File: config.mk
export PLATFORM = sky130hd
export DESIGN_NAME = mdio_user_command_interrupts
export DESIGN_NICKNAME = d
export VERILOG_FILES = /design/src/hw/mdio_user_pkg.sv /design/src/hw/user_command_slot.sv /design/src/hw/mdio_user_command_interrupts.sv
export SDC_FILE = /design/constraint.sdc
export NUM_CORES = 1
export LEC_CHECK = 0
export BUFFER_PORTS_ARGS = -buffer_cell sky130_fd_sc_hd__buf_2
export CAP_MARGIN = 20
export CORE_UTILIZATION = 35
export DETAILED_ROUTE_END_ITERATION = 8
export GPL_ROUTABILITY_DRIVEN = 0
export PLACE_DENSITY_LB_ADDON = 0.08
export SYNTH_ARGS = -nofsm -noshare
export SYNTH_HDL_FRONTEND = slang
export SYNTH_SLANG_ARGS = --single-unit
File: constraint.sdc
create_clock -name clk_i -period 1.7 [get_ports clk_i]
set_input_delay 0.255 -clock clk_i [delete_from_list [all_inputs] [get_ports clk_i]]
set_output_delay 0.255 -clock clk_i [all_outputs]
set_load 0.02 [all_outputs]
File: src/hw/mdio_user_pkg.sv
// package: register map, field layout, reset values and contract of the user command block
// Contract
// - done of each command sets its raw event
// - raw event cleared by writing one
// - masked bit is raw event and mask
// - writing one to masked bit clears event
// - mask-enable write of one sets mask
// - mask-disable write of one clears mask
// - zero mask keeps interrupt off
// - command register layout: trigger, direction, ack, fields
// - trigger write-one-set, ack read-only, reset zero
// - trigger self-clears, blocks writes, needs enable
// - direction one writes, zero reads
// - ack and read data returned on read
package mdio_user_pkg;

    // ----------------------------------------------------------------
    // bus geometry
    // ----------------------------------------------------------------
    localparam int              ADDR_W         = 8;
    localparam int              DATA_W         = 32;
    localparam int              SEL_W          = 4;
    localparam int              CMD_COUNT      = 2;

    // ----------------------------------------------------------------
    // register byte offsets
    // ----------------------------------------------------------------
    localparam logic [7:0]      OFF_RAW        = 8'h00;
    localparam logic [7:0]      OFF_MASKED     = 8'h04;
    localparam logic [7:0]      OFF_MASK_EN    = 8'h08;
    localparam logic [7:0]      OFF_MASK_DIS   = 8'h0C;
    localparam logic [7:0]      OFF_CMD0       = 8'h10;
    localparam logic [7:0]      OFF_CMD1       = 8'h14;
    localparam logic [7:0]      OFF_CTRL       = 8'h18;
    localparam logic [7:0]      OFF_STATUS     = 8'h1C;

    // ----------------------------------------------------------------
    // command register field layout
    // ----------------------------------------------------------------
    localparam int              CMD_GO_BIT     = 31;
    localparam int              CMD_DIR_BIT    = 30;
    localparam int              CMD_ACK_BIT    = 29;
    localparam int              CMD_REG_LSB    = 21;
    localparam int              CMD_PHY_LSB    = 16;
    localparam int              CMD_DATA_LSB   = 0;
    localparam int              FIELD_ADR_W    = 5;
    localparam int              FIELD_DATA_W   = 16;
    localparam logic [2:0]      CMD_RSVD_VALUE = 3'h0;

    // control register: bit 0 enables the serial engine
    localparam int              CTRL_EN_BIT    = 0;

    // ----------------------------------------------------------------
    // reset values
    // ----------------------------------------------------------------
    localparam logic [1:0]      RAW_RESET      = 2'h0;
    localparam logic [1:0]      MASK_RESET     = 2'h0;
    localparam logic            ENABLE_RESET   = 1'h0;
    localparam logic [31:0]     DATA_RESET     = 32'h0000_0000;
    localparam logic [4:0]      ADR_RESET      = 5'h00;
    localparam logic [15:0]     WDATA_RESET    = 16'h0000;

endpackage

File: src/hw/user_command_slot.sv
// one user command register with its trigger, direction, ack and fields
`timescale 1ns/1ns
`default_nettype none
module user_command_slot
(
    input  wire logic                                   clk_i,
    input  wire logic                                   rst_i,
    input  wire logic                                   wr_i,
    input  wire logic [mdio_user_pkg::DATA_W-1:0]       wdata_i,
    input  wire logic [mdio_user_pkg::SEL_W-1:0]        sel_i,
    input  wire logic                                   enable_i,
    input  wire logic                                   done_i,
    input  wire logic                                   ack_i,
    input  wire logic [mdio_user_pkg::FIELD_DATA_W-1:0] rdata_i,
    output logic      [mdio_user_pkg::DATA_W-1:0]       value_o
);
    import mdio_user_pkg::*;

    typedef struct packed {
        logic                    go;
        logic                    dir;
        logic                    ack;
        logic [FIELD_ADR_W-1:0]  phy_reg_index;
        logic [FIELD_ADR_W-1:0]  phy_port_index;
        logic [FIELD_DATA_W-1:0] data;
    } slot_t;

    slot_t             cur;
    slot_t             next_cur;
    logic [DATA_W-1:0] byte_mask;
    logic [DATA_W-1:0] merged;

    // ----------------------------------------------------------------
    // register view and byte-lane merge
    // ----------------------------------------------------------------
    assign value_o   = {cur.go, cur.dir, cur.ack, CMD_RSVD_VALUE, cur.phy_reg_index,
                        cur.phy_port_index, cur.data};
    assign byte_mask = {{8{sel_i[3]}}, {8{sel_i[2]}}, {8{sel_i[1]}}, {8{sel_i[0]}}};
    assign merged    = (value_o & ~byte_mask) | (wdata_i & byte_mask);

    // ----------------------------------------------------------------
    // next state
    // ----------------------------------------------------------------
    always_comb
    begin
        next_cur = cur;
        if (done_i)
        begin
            next_cur.go = 1'b0;
            if (!cur.dir)
            begin
                next_cur.ack = ack_i;
                if (ack_i)
                begin
                    next_cur.data = rdata_i;
                end
            end
        end
        else if (wr_i && !cur.go)
        begin
            next_cur.dir            = merged[CMD_DIR_BIT];
            next_cur.phy_reg_index  = merged[CMD_REG_LSB +: FIELD_ADR_W];
            next_cur.phy_port_index = merged[CMD_PHY_LSB +: FIELD_ADR_W];
            next_cur.data           = merged[CMD_DATA_LSB +: FIELD_DATA_W];
            if (merged[CMD_GO_BIT] && enable_i)
            begin
                next_cur.go  = 1'b1;
                next_cur.ack = 1'b0;
            end
        end
    end

    // state register, every field zero at reset
    always_ff @(posedge clk_i)
    begin
        if (rst_i)
        begin
            cur <= '0;
        end
        else
        begin
            cur <= next_cur;
        end
    end

endmodule
`default_nettype wire

File: src/hw/mdio_user_command_interrupts.sv
// wishbone register block for two user management commands and their interrupts
//
// The Wishbone register port and the address map were chosen for this implementation.
`timescale 1ns/1ns
`default_nettype none
module mdio_user_command_interrupts
(
    input  wire logic                                   clk_i,
    input  wire logic                                   rst_i,
    // wishbone classic slave
    input  wire logic                                   wb_cyc_i,
    input  wire logic                                   wb_stb_i,
    input  wire logic                                   wb_we_i,
    input  wire logic [mdio_user_pkg::ADDR_W-1:0]       wb_adr_i,
    input  wire logic [mdio_user_pkg::SEL_W-1:0]        wb_sel_i,
    input  wire logic [mdio_user_pkg::DATA_W-1:0]       wb_dat_i,
    output logic      [mdio_user_pkg::DATA_W-1:0]       wb_dat_o,
    output logic                                        wb_ack_o,
    // serial engine request side
    output logic                                        eng_req_o,
    output logic                                        eng_write_o,
    output logic      [mdio_user_pkg::FIELD_ADR_W-1:0]  eng_phy_reg_index_o,
    output logic      [mdio_user_pkg::FIELD_ADR_W-1:0]  eng_phy_port_index_o,
    output logic      [mdio_user_pkg::FIELD_DATA_W-1:0] eng_wdata_o,
    output logic                                        eng_enable_o,
    input  wire logic                                   eng_done_i,
    input  wire logic                                   eng_ack_i,
    input  wire logic [mdio_user_pkg::FIELD_DATA_W-1:0] eng_rdata_i,
    // interrupt
    output logic                                        irq_o
);
    import mdio_user_pkg::*;

    // ----------------------------------------------------------------
    // types
    // ----------------------------------------------------------------
    typedef enum logic {
        ARB_IDLE,
        ARB_RUN
    } arb_state_t;

    typedef struct packed {
        arb_state_t              state;
        logic                    owner;
        logic [CMD_COUNT-1:0]    raw;
        logic [CMD_COUNT-1:0]    mask;
        logic                    enable;
        logic                    ack;
        logic [DATA_W-1:0]       rdata;
        logic                    irq;
        logic                    eng_write;
        logic [FIELD_ADR_W-1:0]  eng_reg;
        logic [FIELD_ADR_W-1:0]  eng_phy;
        logic [FIELD_DATA_W-1:0] eng_wdata;
    } core_t;

    core_t                cur;
    core_t                next_cur;

    // ----------------------------------------------------------------
    // bus decode
    // ----------------------------------------------------------------
    logic                 access;
    logic                 wr_access;
    logic [ADDR_W-1:0]    word_addr;
    logic                 lane0_wr;
    logic [CMD_COUNT-1:0] wr_bits;

    // a new request is taken once, in the cycle before ack rises
    assign access    = wb_cyc_i && wb_stb_i && !cur.ack;
    assign wr_access = access && wb_we_i;
    assign word_addr = {wb_adr_i[ADDR_W-1:2], 2'h0};
    assign lane0_wr  = wr_access && wb_sel_i[0];
    assign wr_bits   = wb_dat_i[CMD_COUNT-1:0];

    // ----------------------------------------------------------------
    // command slots
    // ----------------------------------------------------------------
    logic [DATA_W-1:0]    slot_value [CMD_COUNT];
    logic [CMD_COUNT-1:0] slot_go;
    logic [CMD_COUNT-1:0] slot_wr;
    logic [CMD_COUNT-1:0] slot_done;
    logic                 run;

    assign run = (cur.state == ARB_RUN);

    genvar gi;
    generate
        for (gi = 0; gi < CMD_COUNT; gi++)
        begin : g_slot
            localparam logic [ADDR_W-1:0] SLOT_OFF = (gi == 0) ? OFF_CMD0 : OFF_CMD1;

            // write strobe for this slot and its completion pulse
            assign slot_wr[gi]   = wr_access && (word_addr == SLOT_OFF);
            assign slot_done[gi] = run && eng_done_i && (cur.owner == 1'(gi));
            assign slot_go[gi]   = slot_value[gi][CMD_GO_BIT];

            user_command_slot u_slot
            (
                .clk_i    (clk_i),
                .rst_i    (rst_i),
                .wr_i     (slot_wr[gi]),
                .wdata_i  (wb_dat_i),
                .sel_i    (wb_sel_i),
                .enable_i (cur.enable),
                .done_i   (slot_done[gi]),
                .ack_i    (eng_ack_i),
                .rdata_i  (eng_rdata_i),
                .value_o  (slot_value[gi])
            );
        end
    endgenerate

    // ----------------------------------------------------------------
    // event, mask and clear terms
    // ----------------------------------------------------------------
    logic [CMD_COUNT-1:0] raw_clear;
    logic [CMD_COUNT-1:0] mask_set;
    logic [CMD_COUNT-1:0] mask_clear;
    logic [CMD_COUNT-1:0] masked;

    // writing one to the raw or the masked view drops the event
    assign raw_clear  = ({CMD_COUNT{lane0_wr && (word_addr == OFF_RAW)}} & wr_bits)
                      | ({CMD_COUNT{lane0_wr && (word_addr == OFF_MASKED)}} & wr_bits);
    assign mask_set   = {CMD_COUNT{lane0_wr && (word_addr == OFF_MASK_EN)}} & wr_bits;
    assign mask_clear = {CMD_COUNT{lane0_wr && (word_addr == OFF_MASK_DIS)}} & wr_bits;
    assign masked     = cur.raw & cur.mask;

    // ----------------------------------------------------------------
    // next state
    // ----------------------------------------------------------------
    always_comb
    begin
        next_cur     = cur;
        next_cur.ack = access;

        // sticky events; a completion in the clearing cycle survives
        next_cur.raw  = (cur.raw & ~raw_clear) | slot_done;
        next_cur.mask = (cur.mask | mask_set) & ~mask_clear;
        next_cur.irq  = |(next_cur.raw & next_cur.mask);

        // control register: engine enable
        if (wr_access && wb_sel_i[0] && (word_addr == OFF_CTRL))
        begin
            next_cur.enable = wb_dat_i[CTRL_EN_BIT];
        end

        // read data captured with the request
        if (access && !wb_we_i)
        begin
            unique case (word_addr)
                OFF_RAW:
                begin
                    next_cur.rdata = {30'h0000_0000, cur.raw};
                end
                OFF_MASKED:
                begin
                    next_cur.rdata = {30'h0000_0000, masked};
                end
                OFF_MASK_EN,
                OFF_MASK_DIS:
                begin
                    next_cur.rdata = {30'h0000_0000, cur.mask};
                end
                OFF_CMD0:
                begin
                    next_cur.rdata = slot_value[0];
                end
                OFF_CMD1:
                begin
                    next_cur.rdata = slot_value[1];
                end
                OFF_CTRL:
                begin
                    next_cur.rdata = {31'h0000_0000, cur.enable};
                end
                OFF_STATUS:
                begin
                    next_cur.rdata = {29'h0000_0000, run, slot_go};
                end
                default:
                begin
                    next_cur.rdata = DATA_RESET;
                end
            endcase
        end

        // arbiter: slot zero first, one command on the engine at a time
        unique case (cur.state)
            ARB_IDLE:
            begin
                if (slot_go[0] || slot_go[1])
                begin
                    next_cur.state     = ARB_RUN;
                    next_cur.owner     = !slot_go[0];
                    next_cur.eng_write = slot_value[!slot_go[0]][CMD_DIR_BIT];
                    next_cur.eng_reg   =
                        slot_value[!slot_go[0]][CMD_REG_LSB +: FIELD_ADR_W];
                    next_cur.eng_phy   =
                        slot_value[!slot_go[0]][CMD_PHY_LSB +: FIELD_ADR_W];
                    next_cur.eng_wdata =
                        slot_value[!slot_go[0]][CMD_DATA_LSB +: FIELD_DATA_W];
                end
            end
            ARB_RUN:
            begin
                if (eng_done_i)
                begin
                    next_cur.state = ARB_IDLE;
                end
            end
        endcase
    end

    // ----------------------------------------------------------------
    // state register
    // ----------------------------------------------------------------
    always_ff @(posedge clk_i)
    begin
        if (rst_i)
        begin
            cur           <= '0;
            cur.state     <= ARB_IDLE;
            cur.raw       <= RAW_RESET;
            cur.mask      <= MASK_RESET;
            cur.enable    <= ENABLE_RESET;
            cur.rdata     <= DATA_RESET;
            cur.eng_reg   <= ADR_RESET;
            cur.eng_phy   <= ADR_RESET;
            cur.eng_wdata <= WDATA_RESET;
        end
        else
        begin
            cur <= next_cur;
        end
    end

    // ----------------------------------------------------------------
    // outputs
    // ----------------------------------------------------------------
    assign wb_ack_o             = cur.ack;
    assign wb_dat_o             = cur.rdata;
    assign eng_req_o            = run;
    assign eng_write_o          = cur.eng_write;
    assign eng_phy_reg_index_o  = cur.eng_reg;
    assign eng_phy_port_index_o = cur.eng_phy;
    assign eng_wdata_o          = cur.eng_wdata;
    assign eng_enable_o         = cur.enable;
    assign irq_o                = cur.irq;

endmodule
`default_nettype wire

# Word level (Yosys, flattened, before mapping)
# Index checks and enable logic that the tools add are counted.
[totals]
output_inout_bits = 63
inputBits = 67
elab_cells = 122
regBits = 126
[op_classes]
n_lt_le_gt_ge = 1
bitwise = 24
n_mux = 20
n_reduce_logical = 42
n_eq_ne = 11
[ops]
columns = ["op", "n"]
rows = [
  ["$pmux W32 S7", 1],
  ["$and A32 B32 Y32", 3],
  ["$mux W31", 3],
  ["$mux W16", 5],
  ["$or A32 B32 Y32", 2],
  ["$mux W27", 2],
  ["$not A32 Y32", 1],
  ["$eq A6 B3 Y1 const B", 4],
  ["$logic_and A1 B1 Y1", 19],
  ["$and A2 B2 Y2", 8],
  ["$eq A6 B2 Y1 const B", 2],
  ["$reduce_and A3 Y1", 4],
  ["$reduce_and A2 Y1", 5],
  ["$logic_not A8 Y1", 1],
  ["$ne A2 B2 Y1 const B", 4],
  ["$reduce_bool A2 Y1", 4],
  ["$reduce_or A2 Y1", 4],
  ["$mux W1", 7],
  ["$eq A6 B1 Y1 const B", 1],
  ["$or A2 B2 Y2", 3],
  ["$logic_not A1 Y1", 4],
  ["$not A1 Y1", 4],
  ["$not A2 Y2", 2],
  ["$ge A2 B2 Y1 const B", 1],
  ["4 further kinds", 4],
]

# Logic depth before layout (Yosys ltp)
# Gate-level depths: netlist of run 1.
[depth]
ltp_word = 12
depth_mapped = 7
mapped_depth_nobuf = 4

# Cells and area by module
# From an unflattened synthesis of run 1, not the netlist that was laid out.
[unflattened]
cells_unflattened = 675
area_unflattened_um2 = 6164.7
[by_module_without_submodules]
columns = ["mod", "cells_per_inst", "seq_area_each_um2", "instances", "area_per_inst_um2"]
rows = [
  ["mdio_user_command_interrupts", 389, 1361.3, 1, 3442.1],
  ["user_command_slot", 143, 580.6, 2, 1361.3],
]

# Least setup slack after synthesis of run 1
# No wires, ideal clock.
[synth_path]
kind = "register to register"
start = "reg cur, in the netlist eng_req_o"
end = "reg g_slot[1].u_slot.cur, in the netlist g_slot[1].u_slot.value_o[14]"
t_arrival_ns = 1.786
path_buffers = 2
setup_ns = 0.060
path_slack_ns = -0.146
required_ns = 1.640
stages_incl_launch_ff = 7
period_less_slack_ns = 1.846
cell_sequence = "dfxtp_1 buf_2 nand3_1 or3b_2 nor2_2 buf_2 a221o_1"
[synth_via]
elab_chain_cells = 4
word_cells_on_any_way = 7
cone_classes = "eq/ne: 2; mux: 1; reduce/logical: 4"
[synth_rtl]
columns = ["element", "line", "rtl"]
rows = [
  ["from (decl)", "mdio_user_command_interrupts.sv:57", "core_t cur;"],
  ["from (signal assigned)", "mdio_user_command_interrupts.sv:234", "cur <= next_cur;"],
  ["$logic_and A1 B1 Y1 (*) (2 in a row)", "mdio_user_command_interrupts.sv:95", "assign slot_done[gi] = run && eng_done_i && (cur.owner == 1'(gi));"],
  ["$ne A2 B2 Y1 (no source line) or $reduce_bool A2 Y1 (tied branches)", "n/a", ""],
  ["$reduce_and A3 Y1 (no source line)", "n/a", ""],
  ["to (signal assigned)", "user_command_slot.sv:82", "cur <= next_cur;"],
  ["to (decl)", "user_command_slot.sv:28", "slot_t cur;"],
]
# Every way passes the cells marked *; elsewhere a longest branch is shown, timed or not.
# A chain may end at the register's enable or synchronous reset.

# Final worst setup path of run 1
[layout_path]
start = "reg cur, in the netlist wb_ack_o"
end = "reg cur, in the netlist irq_o"
[layout_via]
elab_chain_cells = 12
word_cells_on_any_way = 21
cone_classes = "bitwise: 12; reduce/logical: 9"
[layout_rtl]
columns = ["element", "line", "rtl"]
rows = [
  ["$logic_not A1 Y1 (*)", "mdio_user_command_interrupts.sv:70", "assign access = wb_cyc_i && wb_stb_i && !cur.ack;"],
  ["$logic_and A1 B1 Y1 (*)", "mdio_user_command_interrupts.sv:70", ""],
  ["$logic_and A1 B1 Y1 (*)", "mdio_user_command_interrupts.sv:71", "assign wr_access = access && wb_we_i;"],
  ["$logic_and A1 B1 Y1 (*)", "mdio_user_command_interrupts.sv:73", "assign lane0_wr = wr_access && wb_sel_i[0];"],
  ["$logic_and A1 B1 Y1, on equally long branches", "mdio_user_command_interrupts.sv:123, mdio_user_command_interrupts.sv:124", ""],
  ["$and A2 B2 Y2, on equally long branches", "mdio_user_command_interrupts.sv:123, mdio_user_command_interrupts.sv:124", ""],
  ["$or A2 B2 Y2", "mdio_user_command_interrupts.sv:124", "| ({CMD_COUNT{lane0_wr && (word_addr == OFF_MASKED)}} & wr_bits);"],
  ["$not A2 Y2", "mdio_user_command_interrupts.sv:138", "next_cur.raw = (cur.raw & ~raw_clear) | slot_done;"],
  ["$and A2 B2 Y2", "mdio_user_command_interrupts.sv:138", ""],
  ["$or A2 B2 Y2", "mdio_user_command_interrupts.sv:138", ""],
  ["$and A2 B2 Y2 (*)", "mdio_user_command_interrupts.sv:140", "next_cur.irq = |(next_cur.raw & next_cur.mask);"],
  ["$reduce_or A2 Y1 (*)", "mdio_user_command_interrupts.sv:140", ""],
]
# Marks and branches as above.

==> summary.md, run 1 <==
| Metric | Value |
|---|---|
| Height of the die | `130 µm` |
| Setup repair bufs after CTS | `0` |
| Final hold vios | `0` |
| Total track usage | `21.5%` |
| CTS buffer count | `17` |
| Period utilization | `95.3%` |
| Worst-path clk slew | `0.06 ns` |
| Nets | `802` |
| Initial antenna violation count | `0` |
| Sequential cell area fraction in the yosys report | `43.3%` |
| Status | `finished, final reports clean` |
| Vias post-DR | `5051` |
| Peak VDD IR | `0.000739 V` |
| Max cap viols | `0` |
| Crit path cell chain | `nand4b_1 -> buf_4 -> nor4_1 -> mux2_2 -> a22o_1` |
| Main synth FF type | `dfxtp_1` |
| Most frequent cells in the layout | `121 x dfxtp_1, 120 x buf_2, 52 x buf_4` |
| Largest stage delay on the critical path | `0.39 ns` |
| Max Fclk | `618 MHz` |
| Non-filler cells, final | `964` |
| Asr flop ratio synth | `0%` |
| Syn_area_per_cell | `8.94 µm²` |
| Gr ovfl total | `0` |
| CTS Root Cell | `clkbuf_16` |
| CTS max path bufs | `2` |
| Worst r2r dst | `irq_o` |
| Die area | `0.0168 mm²` |
| Die Wd | `130 µm` |
| 1st-pass router iterations | `5` |
| TritonCTS Sinks | `123` |
| Reg2reg path depth | `5` |
| Htree depth | `4` |
| Area Growth Syn to Fin | `26.3%` |
| DRC | `0` |
| Synth Register Bits | `123` |
| CP max FO | `4` |
| Clock skew after layout | `0.00774 ns` |
| CP Launch Type | `flip-flop` |
| Placed wire-length estimate | `12000 µm` |
| Kind of critical path | `reg -> reg` |
| Synth area leader | `dfxtp_1` |
| Antenna fix cells | `0` |
| I/O pins | `130` |
| Leak | `2.71 nW` |
| Leading post-synthesis cells by cell area | `dfxtp_1 43%, buf_4 8.3%, a221o_1 5.6%` |
| Final ANT Viol Nets | `0` |
| R2r setup slk | `0.08 ns` |
| Synth warn | `0` |
| # placed instances | `932` |
| Max Transition Viols Final | `0` |
| FP Rows | `46` |
| Starting Density | `35.8%` |
| Hold slack | `0.0729 ns` |
| Core area | `0.0159 mm²` |
| Worst EP required | `2.01 ns` |
| Hold WC Path Type | `in -> reg` |
| Post-Syn Area | `0.00569 mm²` |
| Worst Setup End Kind | `flip-flop` |
| Slowest CP cell | `mux2_2` |
| Slew margin rel. | `54.6%` |
| Post-layout util | `45.3%` |
| Vias in the first global route | `4991` |
| CP startpoint | `wb_ack_o` |
| Share of cells above drive strength 1 | `31.8%` |
| Yosys top cell area share | `43.3%` |
| Power per cell area | `990 mW/mm²` |
| Post-synth EDFFs | `0` |
| I/O Buffers | `120` |
| Post-Syn Instances | `637` |
| Commonest non-fill, non-tap cell in the layout | `dfxtp_1` |
| Initial drt markers | `315` |
| RSZ-0062 raised after global routing | `no` |
| Yosys cell types | `51` |
| CP Data Arrival Time | `1.93 ns` |
| Clock tree from TritonCTS | `built` |
| First-pass GRT wire length | `27000 µm` |
| Final setup TNS | `0 ns` |
| Worst skew pair latency | `0.42 ns` |
| Largest net degree at the start of global routing | `29` |
| Worst slew pin tran | `0.679 ns` |
| Number of fill cells | `1644` |
| WL final | `17000 µm` |
| Fin crit period | `1.62 ns` |
| Final setup vio count | `0` |
| Via density | `5.24` |
| Routed length per placed instance | `17.6 µm` |
| Setup crit end | `irq_o` |
| Reg-to-reg startpoint | `wb_ack_o` |
## cells in the mapped netlist (all sizes together), types with 3 or more instances
library cell / n
a31oi: 3
mux2i: 31
nand3b: 4
a211oi: 30
clkbuf: 30
nor3: 19
dfxtp: 123
nor2: 53
buf: 74
a22oi: 27
nand4: 12
or3: 3
nand3: 16
mux2: 4
nand2: 51
nor2b: 5
a221o: 32
inv: 6
o21ai: 50
nor4: 5
a21oi: 31
## worst min path at each step
stage | endpoint | cells past startpoint | slack, ns | startpoint
after floorplan | g_slot[1].u_slot.value_o[31] | 1 | 0.37 | eng_done_i
after global placement | wb_dat_o[6] | 2 | 0.43 | wb_dat_o[6]
after detailed placement | wb_dat_o[21] | 2 | 0.44 | wb_dat_o[21]
after CTS | g_slot[1].u_slot.value_o[3] | 2 | 0.06 | eng_rdata_i[3]
after global routing | g_slot[1].u_slot.value_o[1] | 2 | 0.08 | eng_rdata_i[1]
final | g_slot[1].u_slot.value_o[3] | 2 | 0.07 | eng_rdata_i[3]
## per-layer routing
layer	up-vias	global-route usage, %	wire (µm)
met1	2372	28.2	7890
met5	-	0	0
li1	2493	-	-
met3	20	4.46	913
met4	0	7.46	232
met2	166	34.9	7930
## worst max-delay path: cells and delay by family (launching register included)
kind | cells | cell delay [ns]
AO/OA/AOI/OAI | 1 | 0.23
buffers and inverters | 1 | 0.17
flip-flops | 1 | 0.32
multiplexers | 1 | 0.39
AND/OR/NAND/NOR | 2 | 0.40
## per-stage QoR
stage | power, W | area [µm²] | setup slack, ns
detailed placement | 0.00328 | 6490 | -0.298
floorplan | 0.00308 | 5730 | -0.0416
finish | 0.00712 | 7190 | 0.0807
CTS | 0.00719 | 7150 | 0.0161
global placement | 0.00328 | 6490 | -0.264
global route | 0.00735 | 7190 | 0.000183
## where the power goes
part	switching (W)	internal, W	total [W]	leakage, nW
Clock	0.00133	0.00257	0.00390	0.307
Sequential	0.00000148	0.00289	0.00289	0.991
Combinational	0.000204	0.000131	0.000335	1.41
Total	0.00153	0.00559	0.00712	2.71
## area by class of cell
cell class	instances	area (µm²)	share of cell area, %
sequential	123	2460	34.3
multi-input combinational	406	2640	36.7
tap	216	270	3.76
timing repair buffer	181	1150	16.0
inverter	6	22.5	0.313
clock buffer	22	474	6.60
clock inverter	10	163	2.26
## logic make-up (layout without fill, tap and decap cells)
group	after synthesis	in the layout	synth area share, %
AO/OA/AOI/OAI	185	185	23.0
AND/OR/NAND/NOR	183	183	15.9
flip-flops	123	123	43.3
buffers and inverters	110	219	11.5
multiplexers	35	35	6.24
other	1	3	0.0659
## timing repair
action | CTS | global route
hold endpoints to repair | 0 | 0
gates resized for setup | 3 | 32
hold buffers | 0 | 0
endpoints found under the setup margin | 9 | 53
pin swaps | 0 | 1
(Power assumes the default switching activity.)
==> run 2, diff against run 1 <==
ABC_AREA = 1   (was unset)
CORE_MARGIN = 1   (was unset)
==> run 2 against run 1 <==
  * Maximum frequency increased by 8.0%
  * Critical path type unchanged
  * First-iteration DRC count increased by 23%
  * Sequential power about the same
  * Largest power group unchanged
==> summary.md, run 2 <==
| Metric | Value |
|---|---|
| Initial drt markers | `386` |
| Switch Pwr | `0.00164 W` |
| Worst EP required | `2.06 ns` |
| Nets | `1094` |
| Post-Syn Instances | `955` |
| Kind of critical path | `reg -> reg` |
| Placed wire-length estimate | `13600 µm` |
| Final setup vio count | `0` |
| Die Wd | `138 µm` |
| CP Data Arrival Time | `1.86 ns` |
| Height of the die | `138 µm` |
| Area of the multi-input gates | `0.00299 mm²` |
| Largest net degree at the start of global routing | `86` |
| Antenna fix cells | `0` |
| Total track usage | `21.9%` |
| Status | `finished, final reports clean` |
| Final setup TNS | `0 ns` |
| Starting Density | `35.8%` |
| Synth area leader | `dfxtp_1` |
| Worst-path clk slew | `0.06 ns` |
| Post-Syn Area | `0.00645 mm²` |
| 1st-pass router iterations | `5` |
| Die area | `0.0190 mm²` |
| Clock skew after layout | `0.0125 ns` |
| TritonCTS Sinks | `123` |
| Worst Setup End Kind | `flip-flop` |
| Core area | `0.0180 mm²` |
| Sw Share | `23.4%` |
| Most frequent cells in the layout | `268 x nand2_1, 123 x dfxtp_1, 120 x buf_2` |
| Gr ovfl total | `0` |
| Via density | `4.92` |
| Asr flop ratio synth | `0%` |
| Hold path depth | `3` |
| Vias in the first global route | `5598` |
| DRC | `0` |
| Max Fclk | `667 MHz` |
| CTS buffer count | `17` |
| Final ANT Viol Nets | `0` |
| FF+latch area | `0.00246 mm²` |
| Share of cells above drive strength 1 | `21.2%` |
| Commonest cells in the netlist | `268 x nand2_1, 123 x dfxtp_1, 89 x o21ai_0` |
| I/O pins | `130` |
| Commonest non-fill, non-tap cell in the layout | `nand2_1` |
| Power Internal | `0.00535 W` |
| Metal2 WL | `8900 µm` |
| Worst skew pair latency | `0.42 ns` |
| Combinational share of power | `4.7%` |
| CP Launch Type | `flip-flop` |
| Post-synth EDFFs | `0` |
| Area Growth Syn to Fin | `18.4%` |
| Reg-to-reg startpoint | `wb_ack_o` |
| Sequential cell area fraction in the yosys report | `38.2%` |
| Leading post-synthesis cells by cell area | `dfxtp_1 38%, nand2_1 16%, o21ai_0 6.9%` |
| Clock share of power | `54.0%` |
| Post-layout util | `42.4%` |
| Wl on met1 | `9880 µm` |
| Yosys cell types | `35` |
| Peak VDD IR | `0.000885 V` |
| Routed wl met3 | `977 µm` |
| Number of fill cells | `1974` |
| Hold WC Path Type | `in -> reg` |
| Reg2reg path depth | `8` |
| I/O Buffers | `120` |
| CTS max path bufs | `2` |
| CTS Root Cell | `clkbuf_16` |
| Clock tree from TritonCTS | `built` |
| Final hold vios | `0` |
| Highest routed layer | `met4` |
| Power per cell area | `914 mW/mm²` |
| Register share of total power | `41.3%` |
| Htree depth | `4` |
| Hold Startpoint | `wb_dat_i[18]` |
| FP Rows | `49` |
| Yosys top cell area share | `38.2%` |
| Count leader, synth | `nand2_1` |
| Routed length per placed instance | `15.7 µm` |
| Synth warn | `0` |
| Leak | `3.43 nW` |
| Main synth FF type | `dfxtp_1` |
| Fin crit period | `1.50 ns` |
| Synth Register Bits | `123` |
| RSZ-0062 raised after global routing | `no` |
| Vias post-DR | `6242` |
| Max cap viols | `0` |
| CP startpoint | `wb_ack_o` |
| CP max FO | `8` |
| Max Transition Viols Final | `0` |
| Syn_area_per_cell | `6.75 µm²` |
| Period utilization | `88.2%` |
| First-pass GRT wire length | `30700 µm` |
| Initial antenna violation count | `0` |
| WL final | `20000 µm` |
run 2: cell count changes in the layout (fill, tap and decap cells not counted), sizes merged, moves of 15 or more:
cell / delta
buf: -25
a221o: -32
nand2: +222
a211oi: -30
a22oi: -27
nor2: +40
o21ai: +43
mux2i: -31
a31oi: +24
o22ai: +15
inv: +84
nand3: +51
run 2: final timing paths:
path | endpoint | slack [ns]
max | flip-flop | 0.20
min | flip-flop | 0.07
max reg2reg | flip-flop | 0.20
min reg2reg | wb_dat_o[0] | 0.46
run 2: critical path: stages (launching register included):
cell and delay (ns):
dfxtp_1 0.30, inv_1 0.06, nand4_1 0.14, inv_2 0.17
nand3_2 0.18, buf_4 0.19, nor2_4 0.18, o21ai_0 0.12
nor2_1 0.10
run 2: cell families (layout without fill, tap and decap cells):
kind of cell / count (synthesis) / after routing / synth area share, %
other: 1 / 3 / 0.0581
buffers and inverters: 194 / 277 / 15.8
AO/OA/AOI/OAI: 189 / 189 / 16.1
flip-flops: 123 / 123 / 38.2
AND/OR/NAND/NOR: 448 / 448 / 29.9
run 2: what timing repair did:
item,CTS,global route
setup endpoints to repair,0,12
endpoints found under the hold margin,0,0
resized for setup,0,1
hold buffers,0,0
setup buffers,0,0
run 2: layout make-up:
type | count | area share, %
clock inverter | 13 | 2.18
inverter | 89 | 4.37
multi-input combinational | 640 | 39.1
clock buffer | 19 | 5.80
sequential | 123 | 32.2
tap | 229 | 3.75
timing repair buffer | 156 | 12.5
run 2: layer usage:
metal	vias up	global-route usage [%]
met5	-	0
met4	0	5.86
met2	151	33.7
met3	12	4.53
li1	3170	-
met1	2909	30.7
run 2: per-stage QoR:
step	hold WS, ns	area [µm²]	total power, W	std cells	worst slack [ns]
after global placement	0.451	7030	0.00328	1237	0.0362
after global routing	0.0631	7640	0.00721	1269	0.0241
after CTS	0.0584	7640	0.00706	1269	0.119
final	0.0728	7640	0.00699	1269	0.200
after floorplan	0.390	6460	0.00311	957	0.112
after detailed placement	0.456	7030	0.00328	1237	0.0276
run 2: power by group through the flow:
stage	registers, W	clock network (W)	logic, W
after global placement	0.00295	0	0.000330
after detailed placement	0.00295	0	0.000327
after global routing	0.00289	0.00396	0.000360
after floorplan	0.00295	0	0.000160
final	0.00289	0.00377	0.000328
after CTS	0.00289	0.00384	0.000329
